### config.mk
export PLATFORM = sky130hd
export DESIGN_NAME = sdianc_detect
export DESIGN_NICKNAME = d
export VERILOG_FILES = /design/src/rtl/sdianc_pkg.sv /design/src/rtl/sdianc_detect.sv
export SDC_FILE = /design/constraint.sdc
export NUM_CORES = 1
export LEC_CHECK = 0
export ABC_AREA = 1
export BUFFER_PORTS_ARGS = -buffer_cell sky130_fd_sc_hd__buf_2
export CELL_PAD_IN_SITES_DETAIL_PLACEMENT = 1
export CELL_PAD_IN_SITES_GLOBAL_PLACEMENT = 1
export CORE_ASPECT_RATIO = 0.9
export CORE_MARGIN = 2
export CORE_UTILIZATION = 49
export CTS_CLUSTER_DIAMETER = 60
export CTS_CLUSTER_SIZE = 10
export DETAILED_ROUTE_END_ITERATION = 10
export PLACE_DENSITY_LB_ADDON = 0.1
export REMOVE_ABC_BUFFERS = 1
export SYNTH_ARGS = -nofsm -noshare
export SYNTH_HDL_FRONTEND = slang
export SYNTH_SLANG_ARGS = --single-unit
### constraint.sdc
create_clock -name pclk -period 3.2 [get_ports pclk]
set_input_delay 0.16 -clock pclk [delete_from_list [all_inputs] [get_ports pclk]]
set_output_delay 0.16 -clock pclk [all_outputs]
set_load 0.005 [all_outputs]
### src/rtl/sdianc_pkg.sv
// Constants and types shared by the ancillary data detector.
package sdianc_pkg;

  localparam logic [5:0] CTRL_IDX = 6'h00;
  localparam logic [5:0] ANC_FILTER_ENTRY_1_IDX = 6'h05;
  localparam logic [5:0] ANC_FILTER_ENTRY_2_IDX = 6'h06;
  localparam logic [5:0] ANC_FILTER_ENTRY_3_IDX = 6'h07;
  localparam logic [5:0] ANC_FILTER_ENTRY_4_IDX = 6'h08;
  localparam logic [5:0] ANC_FILTER_ENTRY_5_IDX = 6'h09;
  localparam logic [5:0] PAYLOAD_ID_WORDS_LOW_IDX = 6'h0c;
  localparam logic [5:0] PAYLOAD_ID_WORDS_HIGH_IDX = 6'h0d;

  localparam int CTRL_MUX_BIT = 0;
  localparam logic CTRL_RESET = 1'b0;
  localparam logic [15:0] ENTRY_RESET = 16'h0000;
  localparam logic [15:0] PID_RESET = 16'h0000;
  localparam int DID_MSB = 15;
  localparam int DID_LSB = 8;
  localparam int SDID_MSB = 7;
  localparam int SDID_LSB = 0;

  localparam logic [9:0] ADF_FIRST = 10'h000;
  localparam logic [9:0] ADF_NEXT = 10'h3ff;
  localparam logic [9:0] TRS_FIRST = 10'h3ff;
  localparam logic [9:0] TRS_ZERO = 10'h000;
  localparam logic [7:0] PID_DID = 8'h41;
  localparam logic [7:0] PID_SDID = 8'h01;
  localparam logic [7:0] PID_DC = 8'h04;
  localparam logic [7:0] EDH_DID = 8'hf4;
  localparam int XYZ_F_BIT = 8;
  localparam int XYZ_V_BIT = 7;

  localparam int FILTER_ENTRIES = 5;
  localparam int ANC_LAG = 5;
  localparam int PID_TIMEOUT_FRAMES = 2;

  typedef enum logic [2:0] {
    ST_IDLE = 3'b000,
    ST_DID = 3'b001,
    ST_SDID = 3'b010,
    ST_DC = 3'b011,
    ST_UDW = 3'b100,
    ST_CS = 3'b101
  } sdianc_state_t;

endpackage : sdianc_pkg

### src/rtl/sdianc_detect.sv
// Ancillary packet detector, flag generator and payload id extractor.
//
// Local design decision: register access over APB.
`timescale 1ns/1ps
`default_nettype none

module sdianc_detect
#(
  parameter int FILTER_ENTRIES = sdianc_pkg::FILTER_ENTRIES,
  parameter int PID_TIMEOUT_FRAMES = sdianc_pkg::PID_TIMEOUT_FRAMES
)
(
  input wire logic pclk,
  input wire logic presetn,
  input wire logic clk_en,
  input wire logic psel,
  input wire logic penable,
  input wire logic pwrite,
  input wire logic [7:0] paddr,
  input wire logic [31:0] pwdata,
  output logic [31:0] prdata,
  output logic pready,
  output logic pslverr,
  input wire logic [9:0] vid_luma_in,
  input wire logic [9:0] vid_chroma_in,
  input wire logic input_lock_indicator,
  input wire logic video_processing_select,
  input wire logic smpte_mode,
  output logic [9:0] vid_luma_out,
  output logic [9:0] vid_chroma_out,
  output logic luma_anc_flag,
  output logic chroma_anc_flag,
  output logic error_check_packet_seen,
  output logic [15:0] payload_id_words_low,
  output logic [15:0] payload_id_words_high
);

  localparam int LAG = sdianc_pkg::ANC_LAG;

  // ------------------------------------------------------------
  // Helper functions
  // ------------------------------------------------------------
  function automatic logic filt_match
  (
    input logic [FILTER_ENTRIES-1:0][15:0] ent,
    input logic [7:0] did,
    input logic [7:0] sdid
  );
    logic any;
    logic hit;
    logic [7:0] e_did;
    logic [7:0] e_sdid;
    any = 1'b0;
    hit = 1'b0;
    for (int i = 0; i < FILTER_ENTRIES; i++)
    begin
      e_did = ent[i][sdianc_pkg::DID_MSB:sdianc_pkg::DID_LSB];
      e_sdid = ent[i][sdianc_pkg::SDID_MSB:sdianc_pkg::SDID_LSB];
      // An all-zero entry is unprogrammed and can never match.
      if (ent[i] != 16'h0000)
      begin
        any = 1'b1;
        if ((e_did == 8'h00 || e_did == did) &&
            (e_sdid == 8'h00 || e_sdid == sdid))
          hit = 1'b1;
      end
    end
    return !any || hit;
  endfunction : filt_match

  function automatic logic [8:0] csum_add
  (
    input logic [8:0] acc,
    input logic [9:0] word
  );
    return 9'(acc + word[8:0]);
  endfunction : csum_add

  // ------------------------------------------------------------
  // Pin synchronisers
  // ------------------------------------------------------------
  logic [2:0] pin_s1;
  logic [2:0] pin_s2;
  logic pid_clear;
  logic proc_active;

  always_ff @(posedge pclk or negedge presetn)
  begin
    if (!presetn)
    begin
      pin_s1 <= 3'h0;
      pin_s2 <= 3'h0;
    end
    else if (clk_en)
    begin
      pin_s1 <= {smpte_mode, video_processing_select,
                 input_lock_indicator};
      pin_s2 <= pin_s1;
    end
  end

  assign pid_clear = !(pin_s2[0] && pin_s2[1]);
  assign proc_active = &pin_s2;

  // ------------------------------------------------------------
  // Register bus
  // ------------------------------------------------------------
  logic ctrl_mux;
  logic [FILTER_ENTRIES-1:0][15:0] entry;
  logic [5:0] reg_idx;
  logic [31:0] rd_value;
  logic rd_hit;
  logic wr_take;

  assign reg_idx = paddr[7:2];
  assign wr_take = psel && penable && pready && pwrite;

  always_comb
  begin
    rd_value = 32'h0000_0000;
    rd_hit = 1'b0;
    case (reg_idx)
      sdianc_pkg::CTRL_IDX:
      begin
        rd_value[sdianc_pkg::CTRL_MUX_BIT] = ctrl_mux;
        rd_hit = 1'b1;
      end
      sdianc_pkg::PAYLOAD_ID_WORDS_LOW_IDX:
      begin
        rd_value[15:0] = payload_id_words_low;
        rd_hit = 1'b1;
      end
      sdianc_pkg::PAYLOAD_ID_WORDS_HIGH_IDX:
      begin
        rd_value[15:0] = payload_id_words_high;
        rd_hit = 1'b1;
      end
      default:
      begin
        rd_hit = 1'b0;
      end
    endcase
    for (int i = 0; i < FILTER_ENTRIES; i++)
    begin
      if (reg_idx == 6'(sdianc_pkg::ANC_FILTER_ENTRY_1_IDX + i))
      begin
        rd_value = {16'h0000, entry[i]};
        rd_hit = 1'b1;
      end
    end
  end

  // One wait state: pready rises in the second access cycle.
  always_ff @(posedge pclk or negedge presetn)
  begin
    if (!presetn)
    begin
      pready <= 1'b0;
      pslverr <= 1'b0;
      prdata <= 32'h0000_0000;
    end
    else if (clk_en)
    begin
      if (psel && penable && !pready)
      begin
        pready <= 1'b1;
        pslverr <= !rd_hit;
        prdata <= pwrite ? 32'h0000_0000 : rd_value;
      end
      else
      begin
        pready <= 1'b0;
        pslverr <= 1'b0;
      end
    end
  end

  always_ff @(posedge pclk or negedge presetn)
  begin
    if (!presetn)
    begin
      ctrl_mux <= sdianc_pkg::CTRL_RESET;
      for (int i = 0; i < FILTER_ENTRIES; i++)
        entry[i] <= sdianc_pkg::ENTRY_RESET;
    end
    else if (clk_en && wr_take)
    begin
      if (reg_idx == sdianc_pkg::CTRL_IDX)
        ctrl_mux <= pwdata[sdianc_pkg::CTRL_MUX_BIT];
      for (int i = 0; i < FILTER_ENTRIES; i++)
      begin
        if (reg_idx == 6'(sdianc_pkg::ANC_FILTER_ENTRY_1_IDX + i))
          entry[i] <= pwdata[15:0];
      end
    end
  end

  // ------------------------------------------------------------
  // Packet parsers, one for each channel
  // ------------------------------------------------------------
  logic [1:0][9:0] vid_in;
  logic [1:0] chan_en;
  sdianc_pkg::sdianc_state_t st [2];
  logic [1:0][7:0] did_q;
  logic [1:0][7:0] dc_left;
  logic [1:0][8:0] csum;
  logic [1:0] match_q;
  logic [1:0] is_pid;
  logic [1:0][1:0] udw_idx;
  logic [1:0][3:0][7:0] pid_words;
  logic [1:0][LAG-1:0][9:0] dly_data;
  logic [1:0][LAG-1:0] dly_mark;
  logic [1:0] new_mark;
  logic [1:0] retro;
  logic [1:0] pid_ok;

  assign vid_in = {vid_chroma_in, vid_luma_in};
  // In 10-bit mode the whole stream is on the luma bus.
  assign chan_en = {proc_active && !ctrl_mux, proc_active};

  always_comb
  begin
    for (int c = 0; c < 2; c++)
    begin
      retro[c] = st[c] == sdianc_pkg::ST_SDID &&
                 filt_match(entry, did_q[c], vid_in[c][7:0]);
      new_mark[c] = retro[c] ||
                    (match_q[c] && (st[c] == sdianc_pkg::ST_DC ||
                     st[c] == sdianc_pkg::ST_UDW ||
                     st[c] == sdianc_pkg::ST_CS));
      pid_ok[c] = st[c] == sdianc_pkg::ST_CS && is_pid[c] &&
                  vid_in[c] == {!csum[c][8], csum[c]};
    end
  end

  always_ff @(posedge pclk or negedge presetn)
  begin
    if (!presetn)
    begin
      for (int c = 0; c < 2; c++)
      begin
        st[c] <= sdianc_pkg::ST_IDLE;
        pid_words[c] <= 32'h0000_0000;
      end
      did_q <= 16'h0000;
      dc_left <= 16'h0000;
      csum <= 18'h00000;
      match_q <= 2'h0;
      is_pid <= 2'h0;
      udw_idx <= 4'h0;
    end
    else if (clk_en)
    begin
      for (int c = 0; c < 2; c++)
      begin
        if (!chan_en[c])
        begin
          st[c] <= sdianc_pkg::ST_IDLE;
          match_q[c] <= 1'b0;
        end
        else
        begin
          case (st[c])
            sdianc_pkg::ST_IDLE:
            begin
              // Both blanking regions are searched alike.
              if (vid_in[c] == sdianc_pkg::ADF_NEXT &&
                  dly_data[c][0] == sdianc_pkg::ADF_NEXT &&
                  dly_data[c][1] == sdianc_pkg::ADF_FIRST)
                st[c] <= sdianc_pkg::ST_DID;
            end
            sdianc_pkg::ST_DID:
            begin
              did_q[c] <= vid_in[c][7:0];
              csum[c] <= vid_in[c][8:0];
              st[c] <= sdianc_pkg::ST_SDID;
            end
            sdianc_pkg::ST_SDID:
            begin
              csum[c] <= csum_add(csum[c], vid_in[c]);
              match_q[c] <= retro[c];
              is_pid[c] <= did_q[c] == sdianc_pkg::PID_DID &&
                           vid_in[c][7:0] == sdianc_pkg::PID_SDID;
              st[c] <= sdianc_pkg::ST_DC;
            end
            sdianc_pkg::ST_DC:
            begin
              csum[c] <= csum_add(csum[c], vid_in[c]);
              dc_left[c] <= vid_in[c][7:0];
              udw_idx[c] <= 2'h0;
              is_pid[c] <= is_pid[c] &&
                           vid_in[c][7:0] == sdianc_pkg::PID_DC;
              st[c] <= (vid_in[c][7:0] == 8'h00) ?
                       sdianc_pkg::ST_CS : sdianc_pkg::ST_UDW;
            end
            sdianc_pkg::ST_UDW:
            begin
              csum[c] <= csum_add(csum[c], vid_in[c]);
              if (is_pid[c])
                pid_words[c][udw_idx[c]] <= vid_in[c][7:0];
              udw_idx[c] <= 2'(udw_idx[c] + 2'h1);
              dc_left[c] <= 8'(dc_left[c] - 8'h01);
              if (dc_left[c] == 8'h01)
                st[c] <= sdianc_pkg::ST_CS;
            end
            sdianc_pkg::ST_CS:
            begin
              match_q[c] <= 1'b0;
              st[c] <= sdianc_pkg::ST_IDLE;
            end
            default:
            begin
              st[c] <= sdianc_pkg::ST_IDLE;
            end
          endcase
        end
      end
    end
  end

  // ------------------------------------------------------------
  // Delay line and flag outputs
  // ------------------------------------------------------------
  // The match is known at the SDID word, four words after the
  // preamble start, so the line is deep enough to mark backwards.
  always_ff @(posedge pclk or negedge presetn)
  begin
    if (!presetn)
    begin
      dly_data <= '0;
      dly_mark <= '0;
    end
    else if (clk_en)
    begin
      for (int c = 0; c < 2; c++)
      begin
        dly_data[c] <= {dly_data[c][LAG-2:0], vid_in[c]};
        dly_mark[c] <= chan_en[c] ?
          {dly_mark[c][LAG-2:0] | {(LAG-1){retro[c]}}, new_mark[c]} :
          '0;
      end
    end
  end

  always_ff @(posedge pclk or negedge presetn)
  begin
    if (!presetn)
    begin
      vid_luma_out <= 10'h000;
      vid_chroma_out <= 10'h000;
      luma_anc_flag <= 1'b0;
      chroma_anc_flag <= 1'b0;
    end
    else if (clk_en)
    begin
      vid_luma_out <= dly_data[0][LAG-1];
      vid_chroma_out <= dly_data[1][LAG-1];
      luma_anc_flag <= dly_mark[0][LAG-1];
      chroma_anc_flag <= ctrl_mux ? dly_mark[0][LAG-1] :
                         dly_mark[1][LAG-1];
    end
  end

  // Error check packets are seen before any filtering is applied.
  always_ff @(posedge pclk or negedge presetn)
  begin
    if (!presetn)
      error_check_packet_seen <= 1'b0;
    else if (clk_en)
      error_check_packet_seen <=
        (chan_en[0] && st[0] == sdianc_pkg::ST_DID &&
         vid_in[0][7:0] == sdianc_pkg::EDH_DID) ||
        (chan_en[1] && st[1] == sdianc_pkg::ST_DID &&
         vid_in[1][7:0] == sdianc_pkg::EDH_DID);
  end

  // ------------------------------------------------------------
  // Frame timing and payload identifier registers
  // ------------------------------------------------------------
  logic trs_hit;
  logic [9:0] xyz;
  logic v_prev;
  logic frame_start;
  logic [3:0] frm_cnt;
  logic pid_load;
  logic [15:0] next_pid_low;
  logic [15:0] next_pid_high;

  assign trs_hit = ctrl_mux ?
    (dly_data[0][2] == sdianc_pkg::TRS_FIRST &&
     dly_data[0][1] == sdianc_pkg::TRS_ZERO &&
     dly_data[0][0] == sdianc_pkg::TRS_ZERO) :
    (dly_data[1][0] == sdianc_pkg::TRS_FIRST &&
     dly_data[0][0] == sdianc_pkg::TRS_ZERO &&
     vid_in[1] == sdianc_pkg::TRS_ZERO);
  assign xyz = vid_in[0];
  assign frame_start = proc_active && trs_hit && v_prev &&
                       !xyz[sdianc_pkg::XYZ_V_BIT] &&
                       !xyz[sdianc_pkg::XYZ_F_BIT];
  assign pid_load = pid_ok[0] || pid_ok[1];
  assign next_pid_low = pid_ok[0] ?
    {pid_words[0][1], pid_words[0][0]} :
    {pid_words[1][1], pid_words[1][0]};
  assign next_pid_high = pid_ok[0] ?
    {pid_words[0][3], pid_words[0][2]} :
    {pid_words[1][3], pid_words[1][2]};

  always_ff @(posedge pclk or negedge presetn)
  begin
    if (!presetn)
      v_prev <= 1'b0;
    else if (clk_en && trs_hit)
      v_prev <= xyz[sdianc_pkg::XYZ_V_BIT];
  end

  always_ff @(posedge pclk or negedge presetn)
  begin
    if (!presetn)
    begin
      payload_id_words_low <= sdianc_pkg::PID_RESET;
      payload_id_words_high <= sdianc_pkg::PID_RESET;
      frm_cnt <= 4'h0;
    end
    else if (clk_en)
    begin
      if (pid_clear)
      begin
        payload_id_words_low <= sdianc_pkg::PID_RESET;
        payload_id_words_high <= sdianc_pkg::PID_RESET;
        frm_cnt <= 4'h0;
      end
      else if (pid_load)
      begin
        payload_id_words_low <= next_pid_low;
        payload_id_words_high <= next_pid_high;
        frm_cnt <= 4'h0;
      end
      else if (frame_start)
      begin
        // The third frame start since the last good packet closes
        // two whole frames without one.
        if (frm_cnt == 4'(PID_TIMEOUT_FRAMES))
        begin
          payload_id_words_low <= sdianc_pkg::PID_RESET;
          payload_id_words_high <= sdianc_pkg::PID_RESET;
        end
        else
          frm_cnt <= 4'(frm_cnt + 4'h1);
      end
    end
  end
endmodule : sdianc_detect

`default_nettype wire

==> flow_summary.yaml <==
finish:
  final_net_count: 2980
  stdcell_count: 3443
  area_growth_pct: 13.2
  layout.cell_area.non_filler_mm2: 0.0243
  total_inserted_antenna_cells: 0
  num-fill-cells: 5327
  final_layout_size_suffix_gt1_frac: 0.118
sta:
  maxSlewHeadroom: 0.281
  max_freq_ghz: 0.369
  post-route-min-period_ns: 2.71
  rsz_0062_raised_after_global_routing: "false"
  finalWorstSetupSlack_ns: 0.489
  final_hold_viols: 0
  tightestPinTransition_ns: 1.08
  timing.final.max_slew_violations: 0
  fin_worst_skew_ns: 0.0383
  finalCritPeriodShare: 0.847
  setup-violations-final: 0
placement:
  dp.final_hpwl_um: 52600
  placement.setup.worst_slack_ns: 0.568
  placedCellCount: 3353
  numPortBuffers: 123
  place.gp.congestion: 0.935
  post_dp_cell_area_mm2: 0.0226
drt:
  dr_total_vias: 19746
  drt-initial-drc-count: 1630
  drt-vias-per-instance: 5.74
  post-route-drc-count: 0
  pre_antenna_drt_iters: 5
  remaining_antenna_violation_count_after_routing: 0
  routed_wl_um: 75200
  wl_per_cell_um: 21.8
setup_path:
  regToRegSetupSlack_ns: 0.49
  start_kind: "register"
  worstSetupPathType: "reg -> reg"
  crit_path_cell_trace: "ha_1 -> inv_1 -> nand2_1 -> nor3_1 -> nand4_1 -> nand3_1 -> nand2_1 -> nand2_2 -> nand2_4 -> buf_12 -> nand2_1 -> o21ai_2"
  critical_path.n_buffers_inverters: 2
  r2r-start: "csum[6]"
  worstSetupPathDepth: 12
  cpLargestDelayFamily: "simple AND/OR/NAND/NOR gates"
  critPathCapture: "payload_id_words_high[5]"
  worstReg2RegEnd: "payload_id_words_high[5]"
  max_stage_delay_ns: 0.39
  critical-path-top-cell-by-count: "nand2_1"
  worst-endpoint-required_ns: 3.68
  cp_slowest_cell: "nand4_1"
  timing.critical_path.fanout_max: 38
  crit_path_end_kind: "register"
  worst-endpoint-arrival_ns: 3.19
  worst_r2r_path_cells: 12
  timing.critical_path.from: "csum[6]"
yosys:
  synthMostInstantiatedCell: "nand2_1"
  netlist_area_mm2: 0.0214
  synthTopCellsByCount: "nand2_1, dfrtp_1, o21ai_0"
  synth_top_area_share: 0.471
  synth.avg_cell_area_um2: 7.80
  postSynth.asyncResetShare: 1.00
  netlist_top_cells_area: "dfrtp_1, nand2_1, o21ai_0"
  synthCells: 2747
  synth-main-ff-cell: "dfrtp_1"
  seq_area_frac_synth: 0.471
  synth-warning-count: 0
  yosys.cell_types.count: 51
  number_of_flops_mapped_to_enable_cells_by_yosys: 0
  synth.ff_latch_count: 403
  synth_area_leader_cell: "dfrtp_1"
clocking:
  cts_tree: "done"
  cts_resized: 0
  max-clock-path-buffers: 3
  clock_sinks: 403
  cts_made_buffers: 48
  clockRootBuffer: "clkbuf_16"
  clk_latency_ns: 0.61
  path_clk_slew_ns: 0.06
  cts_max_level: 2
floorplan:
  die-height_um: 202
  die_width_um: 224
  core-area_mm2: 0.0431
  floorplan.io_pins: 158
  start_util: 0.498
  row_count: 72
  floorplan.die_area_mm2: 0.0454
global_routing:
  overflow: 0
  number_of_global_route_vias_before_repair: 20587
  number_of_antenna_violations_at_the_first_check_in_global_routing: 0
  grt_first_pass_wirelength_um: 118000
  grt_util_all_layers: 0.337
  grt_max_degree: 97
hold_path:
  hp-class: "in -> reg"
  hold-path-cell-count: 3
pwr:
  power.density_mw_per_mm2: 491
  post-layout-total-power_w: 0.0119
  total_leakage_power_nw: 12.1
  peakVddDrop_v: 0.000342
status:
  run_status: "finished clean"
job:
  cap_violations: 0
==> sequential cells by signal (all words and copies together) (netlist names), 2 cells and up <==
name and count:
pin_s1 3, st 6, csum 18, udw_idx 4, dly_mark 10, pin_s2 3
prdata 16, entry 80, pid_words 64, vid_chroma_out 10, did_q 16, is_pid 2
dc_left 16, payload_id_words_low 16, payload_id_words_high 16, dly_data 100, match_q 2, frm_cnt 4
vid_luma_out 10
==> cells in the final DEF, fill, tap and decap left out, types with 3 or more instances in the layout <==
cell type / synthesis / routed
ha_1: 30 / 30
buf_12: 0 / 4
buf_4: 23 / 57
nand4_1: 66 / 66
o22ai_1: 5 / 5
o211ai_1: 20 / 20
inv_2: 8 / 7
inv_6: 0 / 3
a31oi_1: 4 / 4
inv_1: 220 / 220
a22oi_1: 18 / 18
o21ai_0: 259 / 259
bufinv_16: 0 / 3
buf_2: 26 / 121
conb_1: 1 / 16
o311ai_0: 4 / 4
dlygate4sd3_1: 0 / 31
dfrtp_1: 403 / 403
o21ai_1: 42 / 42
nor3_1: 26 / 26
a22o_1: 3 / 3
nor2_2: 4 / 4
clkbuf_16: 0 / 48
mux2i_1: 32 / 32
nor3_2: 3 / 3
nand2_2: 6 / 6
or2_2: 44 / 44
nor4_1: 23 / 23
a21oi_1: 78 / 78
nand3_1: 80 / 80
xnor2_1: 66 / 66
nor2_4: 4 / 4
a2bb2oi_1: 5 / 5
xor2_1: 9 / 9
o31ai_1: 3 / 3
nand2_1: 967 / 967
nor2_1: 124 / 124
o21ai_2: 21 / 21
nand2_4: 5 / 5
==> power by group <==
group	total (W)	switching [W]	internal (W)
combinational	0.00127	0.000861	0.000412
clock	0.00512	0.00216	0.00296
sequential	0.00552	0.000179	0.00534
==> worst min-delay path by stage <==
stage,start,to,slack [ns]
after floorplan,presetn,chroma_anc_flag,-0.14
after global placement,presetn,dly_data[30],0.25
after detailed placement,presetn,dly_data[30],0.25
after CTS,paddr[6],pslverr,0.02
after global routing,paddr[6],pslverr,0.06
final,vid_luma_in[8],dly_data[8],0.06
==> final cells by class <==
cell class              instances  area, um2  share of cell area
flip-flops and latches        403      10100               0.416
well taps                     555        694              0.0286
multi-input cells            1982       9800               0.404
clock buffers                  51       1230              0.0508
repair buffers                214       1440              0.0593
inverters                     230        866              0.0357
clock inverters                 8        151             0.00624
==> worst register-to-register path, stage by stage (launching register included) <==
cell	delay [ns]
dfrtp_1	0.38
ha_1	0.30
inv_1	0.17
nand2_1	0.10
nor3_1	0.18
nand4_1	0.39
nand3_1	0.25
nand2_1	0.09
nand2_2	0.13
nand2_4	0.17
buf_12	0.24
nand2_1	0.13
o21ai_2	0.06
==> cells by family (layout without fill, tap and decap cells) <==
kind of cell / Yosys count / after routing / share of synthesized area
AOI/OAI and AO/OA: 470 / 470 / 0.122
xor gates and xnor gates: 75 / 75 / 0.0306
adders and majority gates: 32 / 32 / 0.0194
buffers and inverters: 377 / 503 / 0.0751
DFF: 403 / 403 / 0.471
muxes: 32 / 32 / 0.0149
other: 1 / 16 / 0.000175
and+or+nand+nor: 1357 / 1357 / 0.267
==> through the flow <==
stage	utilization	hold WS, ns	setup TNS, ns
after floorplan	-	-0.136	-17.64
after global placement	0.524	0.248	0
after detailed placement	0.524	0.252	0
after CTS	0.564	0.0208	0
after global routing	0.564	0.0561	0
final	0.564	0.0628	0
==> metal layers <==
| layer | part of all wire | global-route usage | wire, um | vias to the layer above |
|---|---|---|---|---|
| li1 | - | - | - | 9071 |
| met1 | 0.44 | 0.457 | 33000 | 9946 |
| met2 | 0.47 | 0.541 | 35000 | 590 |
| met3 | 0.058 | 0.0555 | 4350 | 139 |
| met4 | 0.038 | 0.131 | 2830 | 0 |
| met5 | 0 | 0 | 0 | - |
==> what timing repair did <==
item	CTS	global route
hold buffers	31	0
buffers inserted	0	0
endpoints found under the hold margin	182	0
No activity file was read; power rests on OpenSTA's default activity.
